--- src/include/dffsc_consts.svh ---
// Constants for the dual set/clear storage element block
`ifndef DFFSC_CONSTS_SVH
`define DFFSC_CONSTS_SVH

// ********************************************************************
// Structure
// ********************************************************************
`define DFFSC_NUM_ELEM      2

// ********************************************************************
// Reset values
// ********************************************************************
`define DFFSC_RST_STORED    1'b0
`define DFFSC_RST_TRUE      1'b0
`define DFFSC_RST_COMP      1'b1
`define DFFSC_RST_CLK_PREV  1'b1

`endif

--- src/include/dffsc_pkg.sv ---
// Types shared by the dual set/clear storage element block
`default_nettype none
`include "dffsc_consts.svh"

package dffsc_pkg;

    // ****************************************************************
    // Pin groups of one element
    // ****************************************************************
    typedef struct packed {
        logic elem_clock;
        logic data;
        logic set_n;
        logic async_reset_n;
    } dffsc_pins_type;

    typedef struct packed {
        logic q;
        logic q_n;
    } dffsc_outs_type;

    // Control situation of one element in a given cycle
    typedef enum logic [1:0] {
        DFFSC_CAPTURE,
        DFFSC_FORCE_SET,
        DFFSC_FORCE_CLEAR,
        DFFSC_FORCE_BOTH
    } dffsc_mode_type;

endpackage

`default_nettype wire

--- src/logic/dffsc_edge.sv ---
// Rising-edge detector for one element clock pin
`timescale 1ns/10ps
`default_nettype none
`include "dffsc_consts.svh"

module dffsc_edge
    import dffsc_pkg::*;
(
    input  wire logic clock,
    input  wire logic rst,
    input  wire logic pin,
    output var  logic rise
);

    // ****************************************************************
    // State
    // ****************************************************************
    typedef struct packed {
        logic prev;
    } dffsc_edge_state_type;

    dffsc_edge_state_type state;
    dffsc_edge_state_type next_state;

    // Previous level follows the pin every cycle
    always_comb begin
        next_state      = state;
        next_state.prev = pin;
    end

    // Reset to high so a pin already high at release is no edge
    always_ff @(posedge clock) begin
        if (rst) begin
            state.prev <= `DFFSC_RST_CLK_PREV;
        end else begin
            state <= next_state;
        end
    end

    // Edge pulse, one cycle wide
    assign rise = pin & ~state.prev;

endmodule // dffsc_edge

`default_nettype wire

--- src/logic/dffsc_top.sv ---
// Two independent storage elements with set and clear overrides
`timescale 1ns/10ps
`default_nettype none
`include "dffsc_consts.svh"

module dffsc_top
    import dffsc_pkg::*;
(
    input  wire logic                                   clock,
    input  wire logic                                   rst,
    input  wire dffsc_pins_type [`DFFSC_NUM_ELEM-1:0]   elem_in,
    output var  dffsc_outs_type [`DFFSC_NUM_ELEM-1:0]   elem_out
);

    // ****************************************************************
    // Helpers
    // ****************************************************************

    // Classify the two overrides of one element
    function automatic dffsc_mode_type mode_of(input dffsc_pins_type p);
        dffsc_mode_type m;
        m = DFFSC_CAPTURE;
        case ({p.set_n, p.async_reset_n})
            2'h0:    m = DFFSC_FORCE_BOTH;
            2'h1:    m = DFFSC_FORCE_SET;
            2'h2:    m = DFFSC_FORCE_CLEAR;
            default: m = DFFSC_CAPTURE;
        endcase
        return m;
    endfunction

    // Output pair that shows a stored bit
    function automatic dffsc_outs_type show(input logic bit_val);
        dffsc_outs_type o;
        o.q   = bit_val;
        o.q_n = ~bit_val;
        return o;
    endfunction

    // ****************************************************************
    // State
    // ****************************************************************
    typedef struct packed {
        logic           [`DFFSC_NUM_ELEM-1:0] stored;
        dffsc_outs_type [`DFFSC_NUM_ELEM-1:0] outs;
    } dffsc_top_state_type;

    dffsc_top_state_type               state;
    dffsc_top_state_type               next_state;
    logic [`DFFSC_NUM_ELEM-1:0]        rise;

    // ****************************************************************
    // Edge detection, one detector per element clock
    // ****************************************************************
    genvar gi;
    generate
        for (gi = 0; gi < `DFFSC_NUM_ELEM; gi++) begin : g_edge
            // Each element watches only its own clock pin
            dffsc_edge u_edge (
                .clock (clock),
                .rst   (rst),
                .pin   (elem_in[gi].elem_clock),
                .rise  (rise[gi])
            );
        end
    endgenerate

    // ****************************************************************
    // Next-state logic
    // ****************************************************************

    // Elements are computed in a loop over their own pins only
    always_comb begin
        next_state = state;
        for (int i = 0; i < `DFFSC_NUM_ELEM; i++) begin
            case (mode_of(elem_in[i]))
                DFFSC_FORCE_SET: begin
                    next_state.stored[i] = 1'b1;
                    next_state.outs[i]   = show(1'b1);
                end
                DFFSC_FORCE_CLEAR: begin
                    next_state.stored[i] = 1'b0;
                    next_state.outs[i]   = show(1'b0);
                end
                DFFSC_FORCE_BOTH: begin
                    // Both high; the stored bit is left alone so release
                    // shows the last value instead of an arbitrary one
                    next_state.outs[i].q   = 1'b1;
                    next_state.outs[i].q_n = 1'b1;
                end
                DFFSC_CAPTURE: begin
                    if (rise[i]) begin
                        next_state.stored[i] = elem_in[i].data;
                        next_state.outs[i]   = show(elem_in[i].data);
                    end else begin
                        // No edge: data pin is ignored
                        next_state.outs[i] = show(state.stored[i]);
                    end
                end
                default: begin
                    next_state.outs[i] = show(state.stored[i]);
                end
            endcase
        end
    end

    // ****************************************************************
    // Registers
    // ****************************************************************

    // Synchronous reset clears every element
    always_ff @(posedge clock) begin
        if (rst) begin
            for (int i = 0; i < `DFFSC_NUM_ELEM; i++) begin
                state.stored[i]     <= `DFFSC_RST_STORED;
                state.outs[i].q     <= `DFFSC_RST_TRUE;
                state.outs[i].q_n   <= `DFFSC_RST_COMP;
            end
        end else begin
            state <= next_state;
        end
    end

    // Outputs straight from the state flops
    assign elem_out = state.outs;

    generate
        for (gi = 0; gi < `DFFSC_NUM_ELEM; gi++) begin : g_chk

        end
    endgenerate
endmodule // dffsc_top

`default_nettype wire

--- config.mk ---
export PLATFORM = sky130hd
export DESIGN_NAME = dffsc_top
export DESIGN_NICKNAME = d
export VERILOG_FILES = /design/src/include/dffsc_pkg.sv /design/src/logic/dffsc_edge.sv /design/src/logic/dffsc_top.sv
export VERILOG_INCLUDE_DIRS = /design/src /design/src/include
export SDC_FILE = /design/constraint.sdc
export NUM_CORES = 1
export LEC_CHECK = 0
export ABC_AREA = 1
export BUFFER_PORTS_ARGS = -buffer_cell sky130_fd_sc_hd__buf_2
export CORE_AREA = 4 4 41 43
export CTS_CLUSTER_DIAMETER = 200
export DETAILED_ROUTE_END_ITERATION = 8
export DIE_AREA = 0 0 45 47
export MAX_ROUTING_LAYER = met4
export PLACE_DENSITY = 0.64
export SYNTH_ARGS = -nofsm -noshare
export SYNTH_HDL_FRONTEND = slang
export SYNTH_SLANG_ARGS = --single-unit
export TNS_END_PERCENT = 100
--- constraint.sdc ---
create_clock -name clock -period 1.3 [get_ports clock]
set_clock_uncertainty 0.05 [all_clocks]
set_input_delay 0.26 -clock clock [delete_from_list [all_inputs] [get_ports clock]]
set_output_delay 0.26 -clock clock [all_outputs]
set_load 0.05 [all_outputs]
**After elaboration in Yosys (flattened, before gate mapping)**

Index checks and enable logic that the tools add are counted.

- Word-level logic and storage cells: 46
- Input port bits: 10
- Register bits after elaboration: 8
- Output and inout bits: 4

- Eq/ne operators: 12
- Muxes and demuxes: 10
- Reductions and logical operators: 8
- Bitwise operators: 8

Operators by type and width:

| operator | number |
|---|---|
| $pmux W2 S4 | 2 |
| $eq A2 B2 Y1 const B | 6 |
| $pmux W2 S3 | 2 |
| $eq A2 B1 Y1 const B | 4 |
| $logic_not A2 Y1 | 4 |
| $not A1 Y1 | 6 |
| $pmux W1 S3 | 2 |
| $reduce_bool A3 Y1 | 2 |
| $mux W2 | 2 |
| $ne A2 B1 Y1 const B | 2 |
| $reduce_and A2 Y1 | 2 |
| $and A1 B1 Y1 | 2 |
| $mux W1 | 2 |

**Longest topological paths before layout**

Gate-level depths: netlist (run 1).

- Word-level depth: 5
- Mapped depth: 7
- Mapped depth without buffers: 7

**By module**

A second synthesis (run 1) with hierarchy kept.

- Cells, all modules: 59
- Area, all modules: 434.2 um2

By module, submodules not included:

| module | area an instance (um2) | times used | sequential area each (um2) | cells each |
|---|---|---|---|---|
| dffsc_top | 359.1 | 1 | 120.1 | 49 |
| dffsc_edge | 37.5 | 2 | 20.0 | 5 |

**Least setup slack after synthesis (run 1)**

Ideal clock, no wire load.

- Path type: input to register
- From: input elem_in[0] (netlist bit)
- To: register state[4] (netlist bit)
- Cell stages on the path: 6
- Required time: 1.134 ns
- Data arrival time: 0.856 ns
- Library setup time: 0.116 ns
- Slack: 0.278 ns
- Buffers on the path: 0
- Cell sequence: inv_1 -> ha_1 -> inv_1 -> o21bai_1 -> o21ai_0 -> nor2_1

- Word-level cells in the longest chain between the ends: 5
- Elaborated cells between the ends (all ways): 11

Ends and longest elaborated chain:

| what | line | source |
|---|---|---|
| start, declared | dffsc_top.sv:11 | `` input wire dffsc_pins_type [`DFFSC_NUM_ELEM-1:0] elem_in, `` |
| $eq A2 B2 Y1, or another cell as far along | dffsc_top.sv:23 | `case ({p.set_n, p.async_reset_n})` |
| $pmux W2 S3 (*) | dffsc_top.sv:23 |  |
| $eq A2 B2 Y1, or another cell as far along | dffsc_top.sv:76 | `case (mode_of(elem_in[i]))` |
| $reduce_bool A3 Y1 (no source line) / $ne A2 B1 Y1 (equally long branches) | -- |  |
| $reduce_and A2 Y1 (no source line) | -- |  |
| end signal, assigned | dffsc_top.sv:120 | `state <= next_state;` |
| end, declared | dffsc_top.sv:48 | `dffsc_top_state_type state;` |

Every way passes the cells marked *; elsewhere a longest branch is shown, timed or not.
A chain may end at the register's enable or synchronous reset.

**Worst setup path in the final report (run 1)**

- From: register state, in the netlist elem_out[2]
- To: output elem_out[2] (netlist bit)

RTL lines:

| what | line | source |
|---|---|---|
| end, declared | dffsc_top.sv:12 | `` output var dffsc_outs_type [`DFFSC_NUM_ELEM-1:0] elem_out `` |

No word-level cell between the ends.

==> results.toml, run 1 <==
[layout]
n_fill_cell = 145
final_util_pct = 37.0
regArea_sq_um = 160
drive_gt1_share_pct = 27.3
diodes = 0
multi_input_area_sq_um = 174
area_growth_pct = 18.8
nets = 82

[status]
outcome = "completed"

[critical_path]
crit_fanout = 1
path_cells = "buf_2"
worst-setup-path-type = "reg2out"
cpLargestDelayFamily = "flip-flops"
endpoint_kind = "primary output"
slowest_delay_ns = 0.30
cp.required_ns = 0.99
arrival_ns = 0.81
start_kind = "flip-flop"
critPathSlowestCell = "dfxtp_1"
crit_buf_inv = 1

[power_and_ir_drop]
p_leak_nw = 0.285
irDropWorstVdd_mv = 0.402
p_per_area_nw_per_um2 = 1180

[sta]
fin_ws_ns = 0.178
slew_viol_final = 0
setup_violations = 0
holdWs_ns = 0.168
rsz0062_at_grt = "no"
hold_violations = 0
setup_tns_ns = 0
period_share_pct = 86.3
fin_crit_ns = 1.12
max_slew.worst_pin.slew_ns = 0.253
fmax_ghz = 0.892
maxSlewHeadroom_pct = 83.2

[placed_design]
dp_hpwl_microns = 566
gp_congestion = 0.747
dp_slack_ns = 0.109
portBuffers = 13

[route]
drcViolationCount = 0
viasPerCell = 4.19
first_pass_iters = 4
ant_nets = 0
wl_per_cell_microns = 9.14
wl_microns = 740
first_iter_violations = 7
vias = 339

[clocking]
cts_root_buf = "clkbuf_4"
htree_levels = 1
hold_buffers = 0
clkSinkCount = 8
cts-buffers-inserted = 3
cts_max_path_buffers = 2
cts_tree = "yes"
clock_latency_ns = 0.25
clkSlewWorstSetupHoldPaths_ns = 0.06
ctsResizeCount = 0
postCtsSetupRepairBufs = 0

[global_route]
antenna_found_initial = 0
grt.overflow.total = 0
grt_pass1_wl_microns = 1090
grt_usage_pct = 8.11
grt_pass1_vias = 275
grt_max_degree = 6

[hold_path]
hold_class = "in2reg"

[floorplanning]
die_area_sq_um = 2120
fp-row-count = 13
ioPinCount = 14
initial_core_util_pct = 31.2
core_area_sq_um = 1300
die_w_microns = 45
die_h_microns = 47

[job]
maxCapViolations = 0

[synth]
yosysWarnings = 0
ys_seq_elements = 8
avgSynthCellArea_sq_um = 7.51
synth_cells = 54
synth_cell_types = 13
synth_area_sq_um = 405
synth.net_count = 68
seq_area_frac_synth_pct = 39.5
final cells by class:
| class | instances | share of cell area [%] |
|---|---|---|
| multi-input combinational | 31 | 36.1 |
| tap | 15 | 3.90 |
| sequential | 8 | 33.2 |
| inverter | 11 | 8.57 |
| clock buffer | 3 | 4.68 |
| timing repair buffer | 13 | 13.5 |
cells by family after synthesis:
kind of cell | share of synthesized area [%]
DFF | 39.5
buffers and inverters | 17.6
adders and majority gates | 12.3
AOI/OAI and AO/OA | 4.32
and+or+nand+nor | 26.2
where the power goes:
group	switching, mW	internal (mW)	leakage, nW
clock network	0.0897	0.106	0.0138
logic	0.0704	0.0369	0.204
registers	0.00483	0.262	0.0667
cell usage in the layout (no fill, tap or decap), drive strengths merged, types with 2 or more instances in the layout:
cell type,instances
nand2,11
or2,2
inv,11
nand3,4
nor2,5
ha,4
dfxtp,8
buf,13
clkbuf,3
metal layers:
layer	track usage (%)	up-vias	wire, microns
met2	10.7	18	319
met4	7.02	0	31
met1	8.97	132	326
li1	-	185	-
met3	3.83	4	62
met5	-	-	0
final timing paths:
| kind | from | endpoint | slack (ns) | cells past startpoint |
|---|---|---|---|---|
| max | elem_out[2] | elem_out[2] | 0.18 | 1 |
| min | rst | elem_out[1] | 0.17 | 2 |
| max reg2reg | g_edge[1].u_edge.state | state[5] | 0.44 | 6 |
| min reg2reg | state[5] | state[5] | 0.42 | 2 |
metrics by stage:
step	cell area (sq um)	power [mW]	std cells
floorplan	405	0.357	54
global placement	459	0.378	78
detailed placement	459	0.380	78
CTS	482	0.576	81
global route	482	0.599	81
finish	482	0.570	81
cell usage after synthesis:
cell	n	share of area, %
a21oi_1	1	1.2
buf_4	4	7.4
dfxtp_1	8	40
ha_1	4	12
inv_1	11	10
nand2_1	11	10
nand3_1	4	4.9
nand3b_1	1	1.9
nand4_1	1	1.5
nor2_1	5	4.6
o21ai_0	1	1.2
o21bai_1	1	1.9
or2_2	2	3.1
sequential cells by signal, summed over array words and instances, names as in the netlist:
name	cells
elem_out	4
state	2
g_edge.u_edge.state	2
(Power assumes the default switching activity.)
==> run 2: changes to the inputs <==
--- a/config.mk
+++ b/config.mk
@@ -8,12 +8,13 @@
 export LEC_CHECK = 0
 export ABC_AREA = 1
 export BUFFER_PORTS_ARGS = -buffer_cell sky130_fd_sc_hd__buf_2
-export CORE_AREA = 4 4 41 43
+export CORE_AREA = 5 5 42 44
 export CTS_CLUSTER_DIAMETER = 200
 export DETAILED_ROUTE_END_ITERATION = 8
-export DIE_AREA = 0 0 45 47
+export DIE_AREA = 0 0 47 49
 export MAX_ROUTING_LAYER = met4
 export PLACE_DENSITY = 0.64
+export RECOVER_POWER = 25
 export SYNTH_ARGS = -nofsm -noshare
 export SYNTH_HDL_FRONTEND = slang
 export SYNTH_SLANG_ARGS = --single-unit
==> run 2 against run 1 <==
Net effect:
- worst hold slack improved by 0.0069 ns
- cell count up 1.2%
- clock power is 8% lower
- die area rose by 8.9%
- sequential power is essentially flat
- setup slack improved by 0.019 ns
==> results.toml, run 2 (same netlist as run 1, synthesis figures left out) <==
[power_and_ir_drop]
intPower_uw = 404
seqPwrFrac_pct = 48.3
combPwrFrac_pct = 19.1
p_sw_share_pct = 27.0
p_per_area_nw_per_um2 = 1150
irDropWorstVdd_mv = 0.346
power.share.clock_pct = 32.7
p_switching_uw = 150
p_leak_nw = 0.282
total_power_uw = 554

[global_route]
grt_pass1_wl_microns = 1090
grt.overflow.total = 0
antenna_found_initial = 0
grt_max_degree = 6
grt_pass1_vias = 293
grt_usage_pct = 7.02

[sta]
setup_tns_ns = 0
rsz0062_at_grt = "no"
slew_viol_final = 0
fin_crit_ns = 1.10
period_share_pct = 84.8
max_slew.worst_pin.slew_ns = 0.248
maxSlewHeadroom_pct = 83.6
hold_violations = 0
fmax_ghz = 0.907
setup_violations = 0

[clocking]
ctsResizeCount = 0
clkSlewWorstSetupHoldPaths_ns = 0.05
cts-buffers-inserted = 3
cts_root_buf = "clkbuf_4"
clkSinkCount = 8
htree_levels = 1
postCtsSetupRepairBufs = 0
cts_tree = "yes"
clock_latency_ns = 0.25
hold_buffers = 0
cts_max_path_buffers = 2

[floorplanning]
die_area_sq_um = 2300
core_area_sq_um = 1400
initial_core_util_pct = 28.9
ioPinCount = 14
fp-row-count = 14
die_h_microns = 49
die_w_microns = 47

[layout]
drive_gt1_share_pct = 25.8
final_common_cell = "buf_2"
nets = 82
diodes = 0
area_growth_pct = 18.8
largest_reg_flops = 4
most-common-layout-cells = "buf_2 (12), inv_1 (11), nand2_1 (11)"

[route]
vias = 337
wl_microns = 657
drcViolationCount = 0
first_iter_violations = 1
wl_per_cell_microns = 8.01
first_pass_iters = 2
ant_nets = 0
viasPerCell = 4.11

[critical_path]
crit_fanout = 1
crit_buf_inv = 1
critPathSlowestCell = "dfxtp_1"
start_kind = "flip-flop"
cp.required_ns = 0.99
cpLargestDelayFamily = "flip-flops"
slowest_delay_ns = 0.30
arrival_ns = 0.79
endpoint_kind = "primary output"
worst-setup-path-type = "reg2out"
path_cells = "buf_2"

[status]
outcome = "completed"

[job]
maxCapViolations = 0

[placed_design]
gp_congestion = 0.785
dp_hpwl_microns = 568
portBuffers = 13

[hold_path]
hold_class = "in2reg"
## run 2: changes by cell type in the layout (fill, tap and decap cells not counted)
cell,before,now
buf_2,13,12
clkbuf_1,0,1
## run 2: metrics by stage
step                std cells  worst slack [ns]  hold slack, ns  utilization, %  area, sq um
floorplan                  54             0.278           0.279               -          405
finish                     82             0.198           0.174            34.4          482
global route               82             0.152           0.180            34.4          482
detailed placement         79             0.116           0.416            32.9          460
CTS                        82             0.180           0.168            34.5          483
global placement           79             0.137           0.412            32.9          460
## run 2: power groups by stage
stage | Sequential (mW) | Combinational, mW | Clock, mW
3_5_place_dp | 0.272 | 0.107 | 0
4_1_cts | 0.267 | 0.108 | 0.193
2_1_floorplan | 0.272 | 0.0850 | 0
5_1_grt | 0.268 | 0.119 | 0.203
3_3_place_gp | 0.272 | 0.105 | 0
6_report | 0.267 | 0.106 | 0.181
## run 2: path summary, 6_finish.rpt
| kind | startpoint | end | slack, ns | cells past startpoint |
|---|---|---|---|---|
| setup / recovery | elem_out[3] | elem_out[3] | 0.20 | 1 |
| hold / removal | elem_in[3] | g_edge[0].u_edge.state | 0.17 | 2 |
| hold reg to reg | state[5] | state[5] | 0.42 | 2 |
| setup reg to reg | g_edge[0].u_edge.state | elem_out[0] | 0.43 | 6 |
## run 2: routing by layer
| layer | track usage, % | share of wire [%] |
|---|---|---|
| met1 | 7.30 | 39 |
| met2 | 9.73 | 47 |
| met3 | 3.32 | 11 |
| met4 | 5.53 | 2.3 |
| met5 | - | 0 |
## run 2: area by class of cell
class                   count  area (sq um)
clock buffers               3          22.5
fillers                   166           920
inverters                  11          41.3
multi-input cells          31           174
flip-flops and latches      8           160
well taps                  16          20.0
repair buffers             13          63.8
